[config.mk]
export PLATFORM = sky130hd
export DESIGN_NAME = adcctl_top
export DESIGN_NICKNAME = d
export VERILOG_FILES = /design/src/hdl/adcctl_pkg.sv /design/src/hdl/adcctl_clkgen.sv /design/src/hdl/adcctl_top.sv
export SDC_FILE = /design/constraint.sdc
export NUM_CORES = 1
export LEC_CHECK = 0
export ABC_AREA = 1
export BUFFER_PORTS_ARGS = -buffer_cell sky130_fd_sc_hd__clkbuf_2
export CORE_MARGIN = 5
export CORE_UTILIZATION = 55
export DETAILED_ROUTE_END_ITERATION = 16
export PLACE_DENSITY_LB_ADDON = 0.15
export SLEW_MARGIN = 20
export SYNTH_ARGS = -nofsm -noshare
export SYNTH_HDL_FRONTEND = slang
export SYNTH_SLANG_ARGS = --single-unit
[constraint.sdc]
create_clock -name ref_clk_i -period 2 [get_ports ref_clk_i]
set_input_delay 0.2 -clock ref_clk_i [delete_from_list [all_inputs] [get_ports ref_clk_i]]
set_output_delay 0.2 -clock ref_clk_i [all_outputs]
set_load 0.02 [all_outputs]
[src/hdl/adcctl_pkg.sv]
// Shared constants, types and helpers for the converter control block
package adcctl_pkg;
  // Register offsets on the plain register port
  localparam logic [1:0] ADDR_CTRL = 2'h0;
  localparam logic [1:0] ADDR_RESULT = 2'h1;
  localparam logic [1:0] ADDR_STATUS = 2'h2;
  // Field positions in the control and status registers
  localparam int CTRL_ON_BIT = 0;
  localparam int CTRL_GO_BIT = 1;
  localparam int CTRL_CHAN_LSB = 2;
  localparam int CTRL_CLK_LSB = 5;
  localparam int STAT_DONE_BIT = 0;
  localparam int STAT_BUSY_BIT = 1;
  // Values after reset
  localparam logic [7:0] RESULT_RST = 8'h00;
  localparam logic [7:0] DATA_ZERO = 8'h00;
  localparam logic [4:0] CHAN_ONEHOT_RST = 5'h01;
  // Half bit periods: 19 halves make 9.5 bit periods
  localparam logic [4:0] HALF_TOTAL = 5'h13;
  localparam logic [4:0] HALF_FIRST_DECIDE = 5'h02;
  localparam logic [4:0] HALF_LAST_DECIDE = 5'h10;
  // Half count in the final half period, and last one with a successor
  localparam logic [4:0] HALF_PRE_LAST = 5'h12;
  localparam logic [4:0] HALF_RATE_END = 5'h11;
  localparam logic [4:0] HALF_ZERO = 5'h00;
  localparam logic [7:0] SAR_MSB = 8'h80;

  // Conversion clock sources; code 3'b111 is illegal
  typedef enum logic [2:0] {
    CLK_DIV2 = 3'b000,
    CLK_DIV4 = 3'b001,
    CLK_DIV8 = 3'b010,
    CLK_DIV16 = 3'b011,
    CLK_DIV32 = 3'b100,
    CLK_DIV64 = 3'b101,
    CLK_RC = 3'b110
  } adcctl_clk_e;

  // Sample-and-hold sources; codes above 3'b100 are illegal
  typedef enum logic [2:0] {
    CH_PIN0 = 3'b000,
    CH_PIN1 = 3'b001,
    CH_PIN2 = 3'b010,
    CH_TEMP = 3'b011,
    CH_FIXREF = 3'b100
  } adcctl_chan_e;

  typedef enum logic {
    ST_IDLE = 1'b0,
    ST_CONV = 1'b1
  } adcctl_state_e;

  // Software-visible configuration
  typedef struct packed {
    adcctl_clk_e clk_sel;
    adcctl_chan_e chan;
    logic on;
  } adcctl_ctrl_s;

  localparam adcctl_ctrl_s CTRL_RST = '{CLK_DIV2, CH_PIN0, 1'b0};

  // System clocks per half conversion-clock period, minus one
  function automatic logic [4:0] half_period_m1(input adcctl_clk_e sel);
    logic [4:0] r;
    r = 5'h00;
    case (sel)
      CLK_DIV4: r = 5'h01;
      CLK_DIV8: r = 5'h03;
      CLK_DIV16: r = 5'h07;
      CLK_DIV32: r = 5'h0F;
      CLK_DIV64: r = 5'h1F;
      default: r = 5'h00;
    endcase
    return r;
  endfunction : half_period_m1
endpackage : adcctl_pkg

[src/hdl/adcctl_clkgen.sv]
// Conversion clock half-period tick generator
`timescale 1ns/1ns
module adcctl_clkgen import adcctl_pkg::*; (
  input wire logic ref_clk_i, // System clock
  input wire logic arst_n_i, // Async reset, active low
  input wire adcctl_clk_e clk_sel_i, // Conversion clock source
  input wire logic restart_i, // Realign divider at conversion start
  input wire logic rc_clk_i, // Dedicated RC oscillator, async
  output logic half_tick_o, // One pulse per half conversion clock
  output logic rc_edge_o // Synchronised RC edge seen
);
  logic [2:0] sync;
  logic [4:0] cnt;
  logic [2:0] next_sync;
  logic [4:0] next_cnt;
  logic next_tick;

  // Only the last two sync stages feed the edge detector
  assign rc_edge_o = sync[2] ^ sync[1];

  // Divider follows the system clock; the RC source ignores it
  always_comb
  begin
    next_sync = {sync[1:0], rc_clk_i};
    next_cnt = 5'(cnt + 5'h01);
    next_tick = 1'b0;
    if (restart_i)
    begin
      next_cnt = 5'h00;
    end
    else if (clk_sel_i == CLK_RC)
    begin
      next_cnt = 5'h00;
      next_tick = rc_edge_o;
    end
    else if (cnt >= half_period_m1(clk_sel_i))
    begin
      next_cnt = 5'h00;
      next_tick = 1'b1;
    end
  end

  always_ff @(posedge ref_clk_i or negedge arst_n_i)
  begin
    if (!arst_n_i)
    begin
      sync <= 3'h0;
      cnt <= 5'h00;
      half_tick_o <= 1'b0;
    end
    else
    begin
      sync <= next_sync;
      cnt <= next_cnt;
      half_tick_o <= next_tick;
    end
  end
endmodule : adcctl_clkgen

[src/hdl/adcctl_top.sv]
// Converter control: configuration, source select and SAR sequencing
// How it works
// - Exactly one of five sources reaches sample-and-hold
// - Reference is always the supply, never external
// - Seven clock sources: system clock dividers, RC
// - Bit period derives from selected conversion clock
// - Full conversion lasts nine and half periods
// - Divided clocks track system clock; RC independent
`timescale 1ns/1ns
module adcctl_top import adcctl_pkg::*; (
  input wire logic ref_clk_i, // System clock, 100 MHz
  input wire logic arst_n_i, // Async reset, active low
  input wire logic [1:0] addr_i, // Register address
  input wire logic [7:0] wdata_i, // Write data
  input wire logic wr_i, // Write strobe
  input wire logic rd_i, // Read strobe
  output logic [7:0] rdata_o, // Read data, cycle after strobe
  input wire logic rc_clk_i, // Dedicated RC oscillator pin
  input wire logic cmp_i, // Comparator: input above DAC code
  output logic [4:0] chan_sel_o, // One-hot sample-and-hold source
  output logic ref_supply_o, // Reference tied to supply
  output logic [7:0] dac_code_o, // SAR trial code
  output logic busy_o, // Conversion in progress
  output logic done_o // Sticky completion flag
);
  adcctl_ctrl_s ctrl, next_ctrl;
  adcctl_state_e state, next_state;
  logic [4:0] half_cnt, next_half_cnt;
  logic [7:0] mask, next_mask;
  logic [7:0] next_sar, result, next_result;
  logic next_done, next_busy;
  logic [7:0] next_rdata;
  logic [4:0] next_chan_sel;
  logic [1:0] cmp_s;
  logic half_tick, rc_edge, start, ctrl_wr, stat_wr;
  logic [4:0] k;
  adcctl_clk_e wr_clk;
  adcctl_chan_e wr_chan;

  // Tick source; divider realigned at each start so divided-clock timing counts from go
  adcctl_clkgen u_clkgen (
    .ref_clk_i(ref_clk_i),
    .arst_n_i(arst_n_i),
    .clk_sel_i(ctrl.clk_sel),
    .restart_i(start),
    .rc_clk_i(rc_clk_i),
    .half_tick_o(half_tick),
    .rc_edge_o(rc_edge)
  );

  // Write decode
  assign ctrl_wr = wr_i && (addr_i == ADDR_CTRL);
  assign stat_wr = wr_i && (addr_i == ADDR_STATUS);
  assign wr_clk = adcctl_clk_e'(wdata_i[CTRL_CLK_LSB +: 3]);
  assign wr_chan = adcctl_chan_e'(wdata_i[CTRL_CHAN_LSB +: 3]);
  assign start = ctrl_wr && wdata_i[CTRL_GO_BIT] && wdata_i[CTRL_ON_BIT]
    && (state == ST_IDLE);
  assign k = 5'(half_cnt + 5'h01);

  // Configuration; sources locked while converting to keep the
  // selected input and clock steady under the running result
  always_comb
  begin
    next_ctrl = ctrl;
    if (ctrl_wr)
    begin
      next_ctrl.on = wdata_i[CTRL_ON_BIT];
      if (state == ST_IDLE)
      begin
        if (wr_clk != 3'b111)
        begin
          next_ctrl.clk_sel = wr_clk;
        end
        if (wr_chan <= CH_FIXREF)
        begin
          next_ctrl.chan = wr_chan;
        end
      end
    end
    next_chan_sel = 5'(5'h01 << next_ctrl.chan);
  end

  always_ff @(posedge ref_clk_i or negedge arst_n_i)
  begin
    if (!arst_n_i)
    begin
      ctrl <= CTRL_RST;
      chan_sel_o <= CHAN_ONEHOT_RST;
      ref_supply_o <= 1'b1;
    end
    else
    begin
      ctrl <= next_ctrl;
      chan_sel_o <= next_chan_sel;
      ref_supply_o <= 1'b1;
    end
  end

  // Comparator crosses from the analog side: two flops first
  always_ff @(posedge ref_clk_i or negedge arst_n_i)
  begin
    if (!arst_n_i)
    begin
      cmp_s <= 2'h0;
    end
    else
    begin
      cmp_s <= {cmp_s[0], cmp_i};
    end
  end

  // SAR sequencer: two half ticks per bit period
  always_comb
  begin
    next_state = state;
    next_half_cnt = half_cnt;
    next_mask = mask;
    next_sar = dac_code_o;
    next_result = result;
    next_done = done_o;
    if (stat_wr && wdata_i[STAT_DONE_BIT])
    begin
      next_done = 1'b0;
    end
    unique case (state)
      ST_IDLE:
      begin
        if (start)
        begin
          next_state = ST_CONV;
          next_half_cnt = HALF_ZERO;
          next_mask = SAR_MSB;
          next_sar = SAR_MSB;
        end
      end
      ST_CONV:
      begin
        if (!next_ctrl.on)
        begin
          // Turning off aborts without a result
          next_state = ST_IDLE;
        end
        else if (half_tick)
        begin
          next_half_cnt = k;
          if (!k[0] && k >= HALF_FIRST_DECIDE && k <= HALF_LAST_DECIDE)
          begin
            // Keep bit if input above trial, then try next bit
            next_sar = (cmp_s[1] ? dac_code_o : dac_code_o & ~mask)
              | (mask >> 1);
            next_mask = mask >> 1;
          end
          if (k == HALF_TOTAL)
          begin
            next_state = ST_IDLE;
            next_result = dac_code_o;
            next_done = 1'b1;
          end
        end
      end
    endcase
    next_busy = (next_state == ST_CONV);
  end

  always_ff @(posedge ref_clk_i or negedge arst_n_i)
  begin
    if (!arst_n_i)
    begin
      state <= ST_IDLE;
      half_cnt <= HALF_ZERO;
      mask <= DATA_ZERO;
      dac_code_o <= DATA_ZERO;
      result <= RESULT_RST;
      done_o <= 1'b0;
      busy_o <= 1'b0;
    end
    else
    begin
      state <= next_state;
      half_cnt <= next_half_cnt;
      mask <= next_mask;
      dac_code_o <= next_sar;
      result <= next_result;
      done_o <= next_done;
      busy_o <= next_busy;
    end
  end

  // Read mux; unmapped address reads zero
  always_comb
  begin
    next_rdata = DATA_ZERO;
    if (rd_i)
    begin
      unique case (addr_i)
        ADDR_CTRL: next_rdata = {ctrl.clk_sel, ctrl.chan, busy_o, ctrl.on};
        ADDR_RESULT: next_rdata = result;
        ADDR_STATUS: next_rdata = {6'h00, busy_o, done_o};
        default: next_rdata = DATA_ZERO;
      endcase
    end
  end

  always_ff @(posedge ref_clk_i or negedge arst_n_i)
  begin
    if (!arst_n_i)
    begin
      rdata_o <= DATA_ZERO;
    end
    else
    begin
      rdata_o <= next_rdata;
    end
  end
endmodule : adcctl_top

==> impl_metrics.tcl, run 1 <==
set metrics [dict create \
    synth.cell_area_um2 2960 \
    path_cells "ha_4, a31oi_1, ha_1, a21oi_2, o21ai_2, a211oi_2, nand2_1, nand2_1, inv_1" \
    initial_utilization 0.572 \
    yosysTopAreaCell "dfrtp_1" \
    die_area_um2 6950 \
    violations "negative setup slack" \
    wl_per_cell_um 12.6 \
    whs_ps 88.2 \
    core_um2 5170 \
    dp_slack_ps -18.0 \
    synth_nets 373 \
    crit_top_cell "nand2_1" \
    totalWireLength_mm 6.00 \
    gp_congestion 0.890 \
    setup_viol 1 \
    fmax_mhz 496 \
    power.density_nw_per_um2 1000 \
    grt_pass1_wl_mm 10.6 \
    synth.distinct_cells 35 \
    grt_max_degree 63 \
    grtUsageTotal 0.187 \
    grt_overflow 0 \
    die_x_um 83.4 \
    cp_num_buf_inv 1 \
    first_global_vias 2370 \
    p_clk_frac 0.332 \
    cpLargestDelayFamily "compound AO/OA/AOI/OAI gates" \
    layout_setup_ws_ps -15.2 \
    fillCellCount 423 \
    fin_crit_sh 1.01 \
    cts.clk_slew.worst_paths_ps 70 \
    insertion_delay_ps 330 \
    stdcell_area_um2 3560 \
    hold_viol 0 \
    seqPwrFrac 0.426 \
    worst-path-stages 9 \
    endpoint_kind "flip-flop" \
    p_comb_frac 0.242 \
    critPathSlowestCell "dfrtp_1" \
    htreeDepth 3 \
    vdd_drop_max_uv 494 \
    synth_cells 347 \
    multi_input_area_um2 1240 \
    avgSynthCellArea_um2 8.53 \
    ys_warn_count 0 \
    hp-class "in -> reg" \
    tns_ps -15.2 \
    antenna_cells 0 \
    synth_seq_area_share 0.525 \
    dp_hpwl_mm 4.18 \
    rows 26 \
    synth-seq-cells 62 \
    cts_buffer_depth 2 \
    cp.required_ps 2220 \
    ant_nets 0 \
    nNetsFinal 427 \
    p_switching_mw 1.13 \
    max_slew.worst_pin.slew_ps 653 \
    vias 2395 \
    cts_buffers 9 \
    criticalPathCategory "reg -> reg" \
    synth_top_cell_area_share 0.516 \
    syn_to_final_growth_pct 20.3 \
    rsz0062_at_grt "yes" \
    placed_cell_area_um2 3260 \
    drt_iter0_drc 117 \
    maxCapViolCount 0 \
    clock_sinks 62 \
    drv_slew 0 \
    power.total_mw 3.56 \
    reg2reg_depth 9 \
    max_slew_margin 0.561 \
    routed_via_density 5.03 \
    start_kind "flip-flop" \
    internal_power_mw 2.43 \
    outcome "complete, but fails checks" \
    p_leak_nw 1.91 \
    cts_tree "done" \
    io_buffers 38 \
    die_h_um 83.4 \
    seq_area_um2 1550 \
    drt-pass1-iter-count 4 \
    arrival_ps 2240 \
    fin_skew_ps 8.48 \
    holdPathStages 3 \
    cp_max_fo 5 \
    max_stage_delay_ps 460 \
    antenna_found_initial 0 \
    min_period_ps 2020 \
    drive_above_1_share 0.212 \
    ioPinCount 40 \
    cts_root_buf "clkbuf_8" \
    drcViolationCount 0 \
    switching_share 0.318 \
    synth_area_leaders "dfrtp_1 (52%), nand2_1 (15%), inv_1 (5.3%)" \
]
==> kinds of logic (layout without fill, tap and decap cells) <==
family | after synthesis | in the layout | synth area share
simple gates | 178 | 178 | 0.263
flops | 62 | 62 | 0.525
buf+inv | 50 | 109 | 0.0727
compound gates | 42 | 42 | 0.0841
fa+ha+maj | 10 | 10 | 0.0423
xor+xnor | 4 | 4 | 0.0118
other cells | 1 | 1 | 0.00127
==> cell usage in the layout, fill, tap and decap left out, drive strengths merged <==
cell / n
dlygate4sd3: 3
conb: 1
o22ai: 2
a22oi: 1
a31oi: 1
a311oi: 1
clkinv: 3
clkinvlp: 1
dfstp: 1
clkbuf: 48
nor3: 7
bufinv: 2
ha: 10
nand4: 3
nor2: 15
xor2: 2
o21ai: 19
a21oi: 14
xnor2: 2
dfrtp: 61
nand3: 32
buf: 9
nand2: 119
o21a: 1
a211oi: 1
or2: 2
inv: 43
a31o: 1
o31ai: 1
==> flip-flops by register name, indices dropped and copies added, names as in the netlist, 3 cells and up <==
signal and cells:
half_cnt 5, mask 8, ctrl 7, u_clkgen.cnt 5, u_clkgen.sync 3, result 8, chan_sel_o 5, dac_code_o 8
rdata_o 8
==> worst paths after layout <==
check	startpoint	endpoint	slack [ps]
max	ctrl[6]	u_clkgen.half_tick_o	-20
min	wdata_i[5]	ctrl[4]	90
max reg2reg	ctrl[6]	u_clkgen.half_tick_o	-20
min reg2reg	u_clkgen.sync[0]	u_clkgen.sync[1]	350
max in group asynchronous	arst_n_i	chan_sel_o[0]	1280
min in group asynchronous	arst_n_i	half_cnt[0]	410
==> power groups by stage <==
stage / combinational (mW) / sequential [mW] / clock (mW)
5_1_grt: 0.968 / 1.54 / 1.27
2_1_floorplan: 0.490 / 1.54 / 0
3_3_place_gp: 0.684 / 1.53 / 0
4_1_cts: 0.764 / 1.51 / 1.20
6_report: 0.863 / 1.52 / 1.18
3_5_place_dp: 0.731 / 1.53 / 0
==> layer usage <==
layer	vias to the layer above	global-route usage	wire, um
met1	1102	0.246	2770
met5	-	0	0
met4	0	0.0773	118
met3	9	0.0644	372
met2	68	0.282	2740
li1	1216	-	-
==> cells in the mapped netlist, drive strengths merged <==
library cell    n
dfstp           1
xnor2           2
a311oi          1
a211oi          1
clkbuf          2
xor2            2
a21oi          14
nand3          32
o21ai          19
nor2           15
or2             2
buf             5
dfrtp          61
a22oi           1
nand2         119
inv            43
a31o            1
nand4           3
a31oi           1
conb            1
o21a            1
nor3            7
o31ai           1
ha             10
o22ai           2
==> worst min-delay path, stage by stage <==
cell,delay (ps)
clkbuf_2,90
nand2_1,40
o21ai_0,50
==> what timing repair did <==
action | CTS | global route
setup endpoints to repair | 4 | 17
hold buffers | 3 | 0
gates resized for setup | 1 | 13
pin swaps | 0 | 7
hold endpoints to repair | 63 | 0
setup buffers | 0 | 1
==> stage by stage <==
| step | instances | util |
|---|---|---|
| finish | 476 | 0.688 |
| detailed placement | 456 | 0.629 |
| global route | 476 | 0.688 |
| CTS | 475 | 0.678 |
| floorplan | 347 | - |
| global placement | 456 | 0.629 |
==> final cells by class <==
| cell class | count | share of cell area |
|---|---|---|
| Clock buffer | 10 | 0.0359 |
| Multi-Input combinational cell | 235 | 0.347 |
| Clock inverter | 6 | 0.0243 |
| Sequential cell | 62 | 0.436 |
| Inverter | 43 | 0.0453 |
| Tap cell | 70 | 0.0246 |
| Timing Repair Buffer | 50 | 0.0865 |
No activity file was read; power rests on OpenSTA's default activity.
==> run 2, diff against run 1 <==
- CTS_BUF_LIST: default -> sky130_fd_sc_hd__clkbuf_2 sky130_fd_sc_hd__clkbuf_4 sky130_fd_sc_hd__clkbuf_8
==> run 2 against run 1 <==
The flow still finishes with violations (negative setup slack). Routed wire length is 0.55% higher. Register-to-register slack hardly changed. Hold slack hardly changed. First-iteration DRC count is 1.7% higher. Core utilization is 0.073 points higher. Sequential cell count stayed put. Sequential power hardly changed. Maximum frequency hardly changed. Critical path depth stayed put. Critical path type unchanged. Highest routed layer unchanged.
==> impl_metrics.tcl, run 2 (same netlist as run 1, synthesis figures left out) <==
set metrics [dict create \
    outcome "complete, but fails checks" \
    violations "negative setup slack" \
    drt-pass1-iter-count 4 \
    fillCellCount 425 \
    ant_nets 0 \
    antenna_found_initial 0 \
    ioPinCount 40 \
    htreeDepth 3 \
    hp-class "in -> reg" \
    tns_ps -16.9 \
    io_buffers 38 \
    rows 26 \
    die_area_um2 6950 \
    cp.required_ps 2220 \
    drive_above_1_share 0.214 \
    fin_util 0.689 \
    grtUsageTotal 0.188 \
    min_period_ps 2020 \
    endpoint_kind "flip-flop" \
    cts.clk_slew.worst_paths_ps 70 \
    layout_setup_ws_ps -16.9 \
    maxCapViolCount 0 \
    max_stage_delay_ps 460 \
    r2r_start "ctrl[6]" \
    grt_max_degree 63 \
    die_h_um 83.4 \
    grt_overflow 0 \
    critPathSlowestCell "dfrtp_1" \
    power.density_nw_per_um2 1000 \
    clock_sinks 62 \
    rsz0062_at_grt "yes" \
    core_um2 5170 \
    fin_crit_sh 1.01 \
    grt_pass1_wl_mm 10.7 \
    path_cells "ha_4, a31oi_1, ha_1, a21oi_2, o21ai_2, a211oi_2, nand2_1, nand2_1, inv_1" \
    p_leak_nw 1.91 \
    routed_via_density 5.05 \
    min_to "ctrl[4]" \
    holdCritStartpoint "wdata_i[5]" \
    cts_root_buf "clkbuf_8" \
    crit_top_cell "nand2_1" \
    criticalPathCategory "reg -> reg" \
    first_global_vias 2399 \
    dp_slack_ps -18.0 \
    multi_input_area_um2 1240 \
    cp_max_fo 5 \
    totalWireLength_mm 6.03 \
    nNetsFinal 427 \
    seq_area_um2 1550 \
    dp_hpwl_mm 4.18 \
    antenna_cells 0 \
    drv_slew 0 \
    fmax_mhz 496 \
    insertion_delay_ps 340 \
    vias 2402 \
    cts_buffers 9 \
    r2r_setup_slack_ps -20 \
    r2r-end "u_clkgen.half_tick_o" \
    drcViolationCount 0 \
    max_slew.worst_pin.slew_ps 653 \
    cts_tree "done" \
    whs_ps 88.3 \
    cts_buffer_depth 2 \
    stdcell_area_um2 3560 \
    hold_viol 0 \
    final_cell_mix "nand2_1 (115), dfrtp_1 (61), inv_1 (41)" \
    final_common_cell "nand2_1" \
    drt_iter0_drc 119 \
    gp_congestion 0.890 \
    placed_cell_area_um2 3260 \
    critPathLaunch "ctrl[6]" \
    initial_utilization 0.572 \
    setup_viol 1 \
    die_x_um 83.4 \
    syn_to_final_growth_pct 20.4 \
    wl_per_cell_um 12.7 \
    arrival_ps 2240 \
    start_kind "flip-flop" \
    reg2reg_depth 9 \
    vdd_drop_max_uv 494 \
    max_slew_margin 0.561 \
    fin_skew_ps 11.5 \
    holdPathStages 3 \
]
[run 2: cell counts in the layout (fill, tap and decap cells not counted)]
No cell type changed its count.
[run 2: worst max-delay path by stage]
stage                           end  slack [ps]  depth (start not counted)
2_1_floorplan  u_clkgen.half_tick_o         250                         10
4_1_cts             u_clkgen.cnt[0]          10                          9
6_report       u_clkgen.half_tick_o         -20                          9
3_5_place_dp        u_clkgen.cnt[0]         -20                          9
3_3_place_gp        u_clkgen.cnt[4]         110                          9
5_1_grt        u_clkgen.half_tick_o        -140                         10
[run 2: critical path, delay by kind of cell (launching register included)]
family,cells,cell delay [ps]
buffers and inverters,1,40
flip-flops,1,460
AND/OR/NAND/NOR,2,220
AO/OA/AOI/OAI,4,700
adder cells (fa/ha/maj),2,490
[run 2: final cells by class]
cell class / instances / area share
Tap cell: 70 / 0.0246
Timing Repair Buffer: 50 / 0.0864
Inverter: 43 / 0.0453
Sequential cell: 62 / 0.436
Clock inverter: 6 / 0.0242
Multi-Input combinational cell: 235 / 0.347
Clock buffer: 10 / 0.0369
[run 2: per-stage QoR]
step | std cells | power [mW]
6_report | 476 | 3.58
2_1_floorplan | 347 | 2.03
5_1_grt | 476 | 3.79
3_3_place_gp | 456 | 2.21
3_5_place_dp | 456 | 2.26
4_1_cts | 475 | 3.49
[run 2: report_power, final]
part | leakage, nW | internal, mW | switching (mW)
registers | 0.825 | 1.39 | 0.123
clock network | 0.110 | 0.713 | 0.485
logic | 0.976 | 0.335 | 0.529
total | 1.91 | 2.44 | 1.14
[run 2: repair_timing]
item	CTS	global route
setup buffers	0	1
pin swaps	0	7
endpoints found under the hold margin	63	0
endpoints found under the setup margin	4	18
hold buffers	3	0
resized for setup	1	13
[run 2: per-layer routing]
layer,GRT usage,part of all wire
met1,0.244,0.46
met2,0.289,0.46
met3,0.0644,0.057
met4,0.0773,0.020
met5,0,0
==> run 3, diff against run 2 <==
- CORE_MARGIN: 5 -> default
==> run 3 against run 2 <==
The run now ends clean. Cell count rose by 0.21%. Total power hardly changed. Hold slack worse by 8.5 ps. Clock skew shrank 3.9 ps. Sequential cell count stayed put. Global-route usage grew 4.4 points. Clock power barely moved. Critical path type unchanged. Sequential power barely moved. Critical endpoint unchanged. Register-to-register slack improved by 90 ps. Core utilization is 0.39 points higher. Routed wire length decreased by 2.5%.
==> impl_metrics.tcl, run 3 (same netlist as run 1, synthesis figures left out) <==
set metrics [dict create \
    die_h_um 75.4 \
    rsz0062_at_grt "yes" \
    final_cells 477 \
    cts_buffers 9 \
    antenna_found_initial 0 \
    routed_via_density 4.98 \
    max_slew.worst_pin.slew_ps 624 \
    outcome "finished clean" \
    cp_max_fo 4 \
    grtUsageTotal 0.233 \
    layout_setup_ws_ps 77.7 \
    max_slew_margin 0.581 \
    drcViolationCount 0 \
    first_global_vias 2173 \
    totalWireLength_mm 5.88 \
    hold_viol 0 \
    cp.required_ps 2240 \
    power.total_mw 3.58 \
    fillCellCount 428 \
    fin_crit_sh 0.961 \
    wl_per_cell_um 12.3 \
    maxCapViolCount 0 \
    cts_buffer_depth 2 \
    dp_hpwl_mm 4.09 \
    power.density_nw_per_um2 1000 \
    vdd_drop_max_uv 586 \
    rows 26 \
    r2r_setup_slack_ps 80 \
    antenna_cells 0 \
    hp-class "in -> reg" \
    dp_slack_ps 30.1 \
    cts.clk_slew.worst_paths_ps 70 \
    criticalPathCategory "reg -> reg" \
    drive_above_1_share 0.219 \
    gp_congestion 0.851 \
    grt_overflow 0 \
    fin_skew_ps 7.55 \
    htreeDepth 3 \
    p_leak_nw 1.92 \
    nNetsFinal 428 \
    fmax_mhz 520 \
    core_um2 5140 \
    clock_sinks 62 \
    syn_to_final_growth_pct 20.3 \
    grt_pass1_wl_mm 9.67 \
    min_period_ps 1920 \
    drt-pass1-iter-count 4 \
    initial_utilization 0.576 \
    arrival_ps 2160 \
    grt_max_degree 26 \
    dp_cells 456 \
    final_cell_mix "nand2_1 (114), dfrtp_1 (60), inv_1 (41)" \
    ioPinCount 40 \
    start_kind "flip-flop" \
    vias 2375 \
    final_common_cell "nand2_1" \
    drv_slew 0 \
    die_area_um2 5680 \
    endpoint_kind "flip-flop" \
    io_buffers 38 \
    die_x_um 75.4 \
    cts_tree "done" \
    drt_iter0_drc 135 \
    cts_root_buf "clkbuf_8" \
    ant_nets 0 \
    insertion_delay_ps 340 \
    setup_viol 0 \
]
-- run 3: cell types whose count changed in the layout (fill, tap and decap cells not counted) --
| cell | before | now |
|---|---|---|
| buf_12 | 1 | 0 |
| buf_4 | 6 | 9 |
| buf_6 | 2 | 1 |
| clkbuf_4 | 1 | 2 |
| clkbuf_8 | 9 | 10 |
| clkinv_4 | 1 | 0 |
| clkinvlp_4 | 1 | 0 |
| dfrtp_1 | 61 | 60 |
| dfrtp_2 | 0 | 1 |
| ha_1 | 8 | 9 |
| ha_2 | 1 | 0 |
| nand2_1 | 115 | 114 |
| nand2_2 | 2 | 3 |
-- run 3: path summary, 6_finish.rpt --
path,to,from,cells past startpoint
worst max-delay path,u_clkgen.half_tick_o,ctrl[5],10
worst min-delay path,rdata_o[0],rd_i,3
worst max register to register,u_clkgen.half_tick_o,ctrl[5],10
worst min register to register,u_clkgen.sync[1],u_clkgen.sync[0],0
max in group asynchronous,ctrl[6],arst_n_i,3
min in group asynchronous,u_clkgen.cnt[0],arst_n_i,2
-- run 3: cell type report --
cell class | count | area [um^2] | area share
multi-input combinational | 235 | 1240 | 0.347
inverter | 43 | 161 | 0.0453
tap | 70 | 87.6 | 0.0246
clock inverter | 4 | 70.1 | 0.0197
timing repair buffer | 51 | 299 | 0.0840
sequential | 62 | 1550 | 0.436
clock buffer | 12 | 153 | 0.0429
-- run 3: metal layers --
layer,vias up,global-route usage,part of all wire
met3,17,0.0569,0.045
li1,1219,-,-
met2,65,0.372,0.47
met5,-,0,0
met1,1074,0.302,0.46
met4,0,0.103,0.022
-- run 3: worst max-delay path, cell delays in order, from the launching register on --
cell and delay [ps]:
dfrtp_1 390, inv_2 80, ha_4 160, a31oi_1 150, ha_1 290, a21oi_2 180, o21ai_2 70, a211oi_2 260
nand2_1 130, nand2_1 80, inv_1 40
-- run 3: per-stage QoR --
stage	hold slack, ps	cell area (um^2)	utilization	setup TNS (ps)
3_3_place_gp	222	3240	0.631	0
5_1_grt	104	3560	0.693	-26.1
3_5_place_dp	217	3240	0.631	0
4_1_cts	81.7	3500	0.680	0
2_1_floorplan	-95.6	2960	-	0
6_report	79.8	3560	0.693	0
-- run 3: timing repair --
item | CTS | global route
endpoints found under the hold margin | 22 | 0
hold buffers | 3 | 0
resized for setup | 0 | 14
buffers inserted | 0 | 2
endpoints found under the setup margin | 0 | 21
-- run 3: report_power, final --
| group | internal [mW] | total (mW) | leakage, nW | switching (mW) |
|---|---|---|---|---|
| Clock | 0.759 | 1.22 | 0.117 | 0.456 |
| Combinational | 0.328 | 0.843 | 0.977 | 0.515 |
| Sequential | 1.39 | 1.52 | 0.824 | 0.125 |
| Total | 2.48 | 3.58 | 1.92 | 1.10 |
